$ cat src/sra_pkg.sv
// Constants shared by the serial register access slave.
package sra_pkg;

	localparam int DGRAM_BITS  = 40;
	localparam int STATUS_BITS = 8;
	localparam int ADDR_BITS   = 7;
	localparam int DATA_BITS   = 32;
	localparam int WRITE_POS   = 39;
	localparam int ADDR_MSB    = 38;
	localparam int ADDR_LSB    = 32;
	localparam int COUNT_BITS  = 6;
	localparam int SYNC_WIDTH  = 3;

	localparam logic [COUNT_BITS-1:0] COUNT_FULL  = 6'h28;
	localparam logic [COUNT_BITS-1:0] COUNT_RESET = 6'h00;
	localparam logic [DATA_BITS-1:0]  RESP_RESET  = 32'h0000_0000;
	localparam logic [ADDR_BITS-1:0]  ADDR_RESET  = 7'h00;
	// Select idles high, clock and data low, so reset starts no false frame.
	localparam logic [SYNC_WIDTH-1:0] SYNC_RESET  = 3'h4;

	typedef enum logic [2:0]
	{
		ST_IDLE  = 3'h1,
		ST_XFER  = 3'h2,
		ST_FETCH = 3'h4
	} sra_state_e;

endpackage

$ cat src/sra_sync.sv
// Two flip-flop synchroniser, one chain per bit.
module sra_sync
(
	input  wire logic                          core_clk,
	input  wire logic                          reset,
	input  wire logic [sra_pkg::SYNC_WIDTH-1:0] async_in,
	output logic      [sra_pkg::SYNC_WIDTH-1:0] sync_out
);

	logic [sra_pkg::SYNC_WIDTH-1:0] meta_reg;
	logic [sra_pkg::SYNC_WIDTH-1:0] sync_reg;

	genvar i;
	generate
		for (i = 0; i < sra_pkg::SYNC_WIDTH; i++)
		begin : g_bit
			always_ff @(posedge core_clk or posedge reset)
			begin
				if (reset)
				begin
					meta_reg[i] <= sra_pkg::SYNC_RESET[i];
					sync_reg[i] <= sra_pkg::SYNC_RESET[i];
				end
				else
				begin
					meta_reg[i] <= async_in[i];
					sync_reg[i] <= meta_reg[i];
				end
			end
		end
	endgenerate

	assign sync_out = sync_reg;

endmodule

$ cat src/sra_spi_slave.sv
// Serial register access slave with 40-bit datagrams.
// How it works
// - A transaction of forty bits or more executes one forty-bit datagram.
// - One bit is shifted out for every bit shifted in.
// - Datagram is one address byte then four data bytes.
// - Every access moves a full 32 data bits.
// - Bit 39 is the write flag, next seven bits the address.
// - Response data is shifted out in every datagram.
// - After a read, response data is the register read.
// - After a write, response data echoes the written word.
// - Read data bits are dummies and never write the register.
// - Read data is latched right after the read is accepted.
// - The first eight bits returned are the status byte.
// - Sample on rising clock, drive after falling, MSB first.
// - Bits beyond forty reappear on the output forty clocks later.
// - Only the last forty bits execute; shorter datagrams are dropped.
module sra_spi_slave
(
	input  wire logic                           core_clk,
	input  wire logic                           reset,
	input  wire logic                           host_select_n,
	input  wire logic                           host_serial_clock,
	input  wire logic                           host_serial_in,
	output logic                                host_serial_out,
	output logic                                host_serial_out_oe_n,
	input  wire logic [sra_pkg::STATUS_BITS-1:0] status_flags,
	output logic                                reg_read_strobe,
	output logic      [sra_pkg::ADDR_BITS-1:0]   reg_read_addr,
	input  wire logic [sra_pkg::DATA_BITS-1:0]   reg_read_data,
	output logic                                reg_write_strobe,
	output logic      [sra_pkg::ADDR_BITS-1:0]   reg_write_addr,
	output logic      [sra_pkg::DATA_BITS-1:0]   reg_write_data
);

	logic [sra_pkg::SYNC_WIDTH-1:0]  pins_sync;
	logic                            sel_n_s;
	logic                            sclk_s;
	logic                            sdi_s;
	logic                            sclk_prev_reg;
	logic                            sclk_prev_next;
	logic                            sclk_rise;
	logic                            sclk_fall;

	sra_pkg::sra_state_e             state_reg;
	sra_pkg::sra_state_e             state_next;
	logic [sra_pkg::DGRAM_BITS-1:0]  shift_reg;
	logic [sra_pkg::DGRAM_BITS-1:0]  shift_next;
	logic [sra_pkg::COUNT_BITS-1:0]  count_reg;
	logic [sra_pkg::COUNT_BITS-1:0]  count_next;
	logic [sra_pkg::DATA_BITS-1:0]   resp_reg;
	logic [sra_pkg::DATA_BITS-1:0]   resp_next;
	logic                            sdo_reg;
	logic                            sdo_next;
	logic                            oe_n_reg;
	logic                            oe_n_next;
	logic [sra_pkg::ADDR_BITS-1:0]   raddr_reg;
	logic [sra_pkg::ADDR_BITS-1:0]   raddr_next;
	logic                            wstb_reg;
	logic                            wstb_next;
	logic [sra_pkg::ADDR_BITS-1:0]   waddr_reg;
	logic [sra_pkg::ADDR_BITS-1:0]   waddr_next;
	logic [sra_pkg::DATA_BITS-1:0]   wdata_reg;
	logic [sra_pkg::DATA_BITS-1:0]   wdata_next;

	// The link clock is sampled like any pin, so its rate must stay at
	// or below a quarter of core_clk for both edges to be seen.
	sra_sync u_sync
	(
		.core_clk (core_clk),
		.reset    (reset),
		.async_in ({host_select_n, host_serial_clock, host_serial_in}),
		.sync_out (pins_sync)
	);

	assign sel_n_s   = pins_sync[2];
	assign sclk_s    = pins_sync[1];
	assign sdi_s     = pins_sync[0];
	assign sclk_rise = sclk_s & ~sclk_prev_reg;
	assign sclk_fall = ~sclk_s & sclk_prev_reg;

	always_comb
	begin
		state_next = state_reg;
		shift_next = shift_reg;
		count_next = count_reg;
		resp_next  = resp_reg;
		sdo_next   = sdo_reg;
		oe_n_next  = oe_n_reg;
		raddr_next = raddr_reg;
		wstb_next  = 1'b0;
		waddr_next = waddr_reg;
		wdata_next = wdata_reg;
		case (state_reg)
			sra_pkg::ST_IDLE:
			begin
				oe_n_next = 1'b1;
				if (!sel_n_s)
				begin
					// Status leads, then the pipelined response word.
					shift_next = {status_flags, resp_reg};
					sdo_next   = status_flags[sra_pkg::STATUS_BITS-1];
					oe_n_next  = 1'b0;
					count_next = sra_pkg::COUNT_RESET;
					state_next = sra_pkg::ST_XFER;
				end
			end
			sra_pkg::ST_XFER:
			begin
				if (sel_n_s)
				begin
					oe_n_next  = 1'b1;
					state_next = sra_pkg::ST_IDLE;
					// The last forty bits in the register form the command.
					if (count_reg == sra_pkg::COUNT_FULL)
					begin
						if (shift_reg[sra_pkg::WRITE_POS])
						begin
							wstb_next  = 1'b1;
							waddr_next = shift_reg[sra_pkg::ADDR_MSB:
								sra_pkg::ADDR_LSB];
							wdata_next = shift_reg[sra_pkg::DATA_BITS-1:0];
							resp_next  = shift_reg[sra_pkg::DATA_BITS-1:0];
						end
						else
						begin
							// Read data bits are dropped here.
							raddr_next = shift_reg[sra_pkg::ADDR_MSB:
								sra_pkg::ADDR_LSB];
							state_next = sra_pkg::ST_FETCH;
						end
					end
				end
				else
				begin
					if (sclk_rise)
					begin
						// Shifting through keeps extra bits flowing out
						// forty clocks later for daisy chains.
						shift_next = {shift_reg[sra_pkg::DGRAM_BITS-2:0],
							sdi_s};
						if (count_reg != sra_pkg::COUNT_FULL)
						begin
							count_next = count_reg + 6'h01;
						end
					end
					if (sclk_fall)
					begin
						sdo_next = shift_reg[sra_pkg::DGRAM_BITS-1];
					end
				end
			end
			sra_pkg::ST_FETCH:
			begin
				// Capture once, so later register changes cannot leak in.
				resp_next  = reg_read_data;
				state_next = sra_pkg::ST_IDLE;
			end
			default:
			begin
				oe_n_next  = 1'b1;
				state_next = sra_pkg::ST_IDLE;
			end
		endcase
	end

	always_ff @(posedge core_clk or posedge reset)
	begin
		if (reset)
		begin
			state_reg     <= sra_pkg::ST_IDLE;
			shift_reg     <= {sra_pkg::DGRAM_BITS{1'b0}};
			count_reg     <= sra_pkg::COUNT_RESET;
			resp_reg      <= sra_pkg::RESP_RESET;
			sdo_reg       <= 1'b0;
			oe_n_reg      <= 1'b1;
			raddr_reg     <= sra_pkg::ADDR_RESET;
			wstb_reg      <= 1'b0;
			waddr_reg     <= sra_pkg::ADDR_RESET;
			wdata_reg     <= sra_pkg::RESP_RESET;
		end
		else
		begin
			state_reg     <= state_next;
			shift_reg     <= shift_next;
			count_reg     <= count_next;
			resp_reg      <= resp_next;
			sdo_reg       <= sdo_next;
			oe_n_reg      <= oe_n_next;
			raddr_reg     <= raddr_next;
			wstb_reg      <= wstb_next;
			waddr_reg     <= waddr_next;
			wdata_reg     <= wdata_next;
		end
	end

	// The previous link clock sample resets to the idle low level of the
	// pin, so no false edge follows reset.
	always_comb
	begin
		sclk_prev_next = sclk_s;
	end

	always_ff @(posedge core_clk or posedge reset)
	begin
		if (reset)
		begin
			sclk_prev_reg <= 1'b0;
		end
		else
		begin
			sclk_prev_reg <= sclk_prev_next;
		end
	end

	assign host_serial_out      = sdo_reg;
	assign host_serial_out_oe_n = oe_n_reg;
	assign reg_read_strobe      = (state_reg == sra_pkg::ST_FETCH);
	assign reg_read_addr        = raddr_reg;
	assign reg_write_strobe     = wstb_reg;
	assign reg_write_addr       = waddr_reg;
	assign reg_write_data       = wdata_reg;

endmodule

$ cat config.mk
export PLATFORM = sky130hd
export DESIGN_NAME = sra_spi_slave
export DESIGN_NICKNAME = d
export VERILOG_FILES = /design/src/sra_pkg.sv /design/src/sra_sync.sv /design/src/sra_spi_slave.sv
export SDC_FILE = /design/constraint.sdc
export NUM_CORES = 1
export LEC_CHECK = 0
export BUFFER_PORTS_ARGS = -buffer_cell sky130_fd_sc_hd__buf_4
export CORE_ASPECT_RATIO = 0.9
export CORE_MARGIN = 4
export CORE_UTILIZATION = 43
export CTS_CLUSTER_DIAMETER = 100
export DETAILED_ROUTE_END_ITERATION = 8
export SYNTH_ARGS = -nofsm -noshare
export SYNTH_HDL_FRONTEND = slang
export SYNTH_SLANG_ARGS = --single-unit
export TNS_END_PERCENT = 20
$ cat constraint.sdc
create_clock -name core_clk -period 6.2 [get_ports core_clk]
set_clock_uncertainty 0.2 [all_clocks]
set_input_delay 0.62 -clock core_clk [delete_from_list [all_inputs] [get_ports core_clk]]
set_output_delay 0.62 -clock core_clk [all_outputs]
set_load 0.005 [all_outputs]
==> impl_metrics.tcl <==
set metrics [dict create \
    status "finished, final reports clean" \
    area_growth_pct 24.5 \
    intPower_mw 1.78 \
    register_area_sq_um 3430 \
    cts_tree "built" \
    rrSetupSlack_ns 2.75 \
    hold_violations 0 \
    clkPwrFrac_pct 44.6 \
    die_area_sq_um 16000 \
    start_util_pct 44.5 \
    ys.warnings.count 0 \
    utilization_pct 55.4 \
    worst_hold_startpoint "host_select_n" \
    routed_wl_um 13900 \
    p_switching_mw 0.567 \
    synthTopCellsByCount "133 x dfrtp_1, 81 x mux2_2, 47 x inv_1" \
    place_congestion 0.780 \
    startpoint_type "flop" \
    ir_drop_uv 212 \
    holdPathEnd "u_sync.meta_reg[2]$_DFF_PP1_" \
    cts-hold-fix-buffers 0 \
    syn_inst 474 \
    holdPathStages 1 \
    grt_usage_pct 18.4 \
    synth_seq_cells 137 \
    required_ns 6.30 \
    grt_overflow_total 0 \
    synth.avg_cell_area_sq_um 12.7 \
    antenna_found_initial 0 \
    critPathKind "flop to flop" \
    finish.instance_area_sq_um 7520 \
    leakage_nw 3.75 \
    total_power_mw 2.34 \
    dr.pass1.iters 4 \
    drcViolationCount 0 \
    setup_ws_ns 2.75 \
    yosysMostFrequentCell "dfrtp_1" \
    swShare_pct 24.2 \
    crit_arrival_ns 3.55 \
    die_height_um 120 \
    ys_dominant_reg_cell "dfrtp_1" \
    cp-end-kind "flop" \
    fmax_mhz 289 \
    cts_buffers 17 \
    multi_input_area_sq_um 2290 \
    p_seq_share_pct 44.8 \
    fill_cells 1145 \
    post_cts_buffers 0 \
    ios 95 \
    die_w_um 133 \
    worst_hold_slack_ns 0.106 \
    pre_cts_slack_ns 2.70 \
    grt_max_degree 79 \
    comb_power_share_pct 10.6 \
    vias 4026 \
    netlist_area_sq_um 6040 \
    seq_area_frac_synth_pct 56.9 \
    numPortBuffers 94 \
    clock-sinks 137 \
    final_layout_size_suffix_gt1_share_pct 38.6 \
    rr_endpoint "reg_write_data[11]$_DFFE_PP0P_" \
    power.density_nw_per_um2 312 \
    post_drt_wl_per_cell_um 18.1 \
    min_path_type "input pin to flop" \
    viasPerCell 5.26 \
    drv_cap 0 \
    synthTopCellsByArea "dfrtp_1 55%, mux2_2 15%, mux2i_1 5.8%" \
    largest_reg_flops 40 \
    slew-limit-headroom_pct 26.2 \
    drv_slew 0 \
    grt_pass1_vias 4282 \
    grt_pass1_wl_um 23100 \
    synth_edf_count 0 \
    cts-root-buf "clkbuf_16" \
    rr_startpoint "count_reg[0]$_DFFE_PP0P_" \
    clk_pin_slew_ns 0.06 \
    insertion_delay_ns 0.42 \
    min_period_ns 3.45 \
    drtIter0Drc 222 \
    design.core.area_sq_um 13600 \
    row_count 40 \
    cp_max_fo 52 \
    rsz0062_at_grt "false" \
    fin_setup_tns_ns 0 \
    period_share_pct 55.7 \
    post_dp_cell_area_sq_um 6900 \
    setup_viol 0 \
    synth_nets 521 \
    synth_top_cell_by_area "dfrtp_1" \
    stdcell_count 766 \
    ys_async_sr_fraction_pct 100 \
    cts.repair.resized 0 \
    final_antenna_net_count 0 \
    nets 611 \
    dp_cells 734 \
    hpwl_um 8750 \
    diodes 0 \
    worst_pin_slew_ns 1.09 \
    yosysTopAreaCellShare_pct 55.1 \
    post_synth_num_cell_types 44 \
    clockBufferDepth 2 \
    reg2reg_depth 6 \
    htree_levels 4 \
]
==> worst max-delay path, stage by stage (launching register included) <==
cell and delay [ns]:
dfrtp_1 0.39, inv_1 0.10, ha_1 0.22, and4bb_2 0.42
nand3_1 0.53, inv_2 1.01, mux2_2 0.42
==> power by group through the flow <==
| stage | logic (mW) | clock network (mW) | registers (mW) |
|---|---|---|---|
| floorplan | 0.184 | 0 | 1.04 |
| global placement | 0.242 | 0 | 1.06 |
| detailed placement | 0.250 | 0 | 1.06 |
| CTS | 0.252 | 1.07 | 1.05 |
| global route | 0.282 | 1.11 | 1.06 |
| finish | 0.249 | 1.05 | 1.05 |
==> how the worst max path moves through the flow <==
stage / start / endpoint / cells after the start
after floorplan: reset / count_reg[0]$_DFFE_PP0P_ / 1
after global routing: count_reg[0]$_DFFE_PP0P_ / reg_write_data[23]$_DFFE_PP0P_ / 6
final: count_reg[0]$_DFFE_PP0P_ / reg_write_data[11]$_DFFE_PP0P_ / 6
after detailed placement: count_reg[0]$_DFFE_PP0P_ / reg_write_addr[1]$_DFFE_PP0P_ / 6
after CTS: count_reg[0]$_DFFE_PP0P_ / reg_write_data[23]$_DFFE_PP0P_ / 6
after global placement: count_reg[0]$_DFFE_PP0P_ / reg_write_data[22]$_DFFE_PP0P_ / 6
==> layer usage <==
layer / share of wire, % / track usage, % / vias to the layer above
met4: 1.2 / 5.45 / 0
met1: 47 / 25.7 / 2022
li1: - / - / 1887
met3: 7.1 / 7.32 / 17
met5: 0 / 0 / -
met2: 44 / 26.6 / 100
==> cell families (layout without fill, tap and decap cells) <==
group	after synthesis	in the layout	synth area share [%]
and+or+nand+nor	67	67	6.40
muxes	119	119	21.5
buffers and inverters	78	181	5.20
adders and majority gates	2	2	0.414
AOI/OAI and AO/OA	71	71	9.66
DFF	137	137	56.9
==> placed cells by master, fill, tap and decap left out, types with 3 or more instances in the layout <==
master     instances
buf_4            100
nor2b_1            3
clkbuf_8           5
o221ai_1           8
nand4_1            9
bufinv_16          3
mux2_2            81
mux2_1             3
a31oi_1           10
nand2b_1           9
a221oi_1          12
inv_1             46
nand2_1            6
o221a_1            6
clkinv_2           5
o21ai_0            9
nor2_1            23
a21oi_1            3
dfstp_2            4
dfrtp_1          133
and2_1             4
mux2i_1           35
clkbuf_16         17
o41ai_1            8
==> cell type report <==
cell class	instances	share of cell area, %
clock inverter	8	1.53
clock buffer	24	6.67
timing repair buffer	100	9.99
tap	189	3.15
multi-input combinational	259	30.5
inverter	49	2.51
sequential	137	45.7
Power figures use the tool's default switching activity.
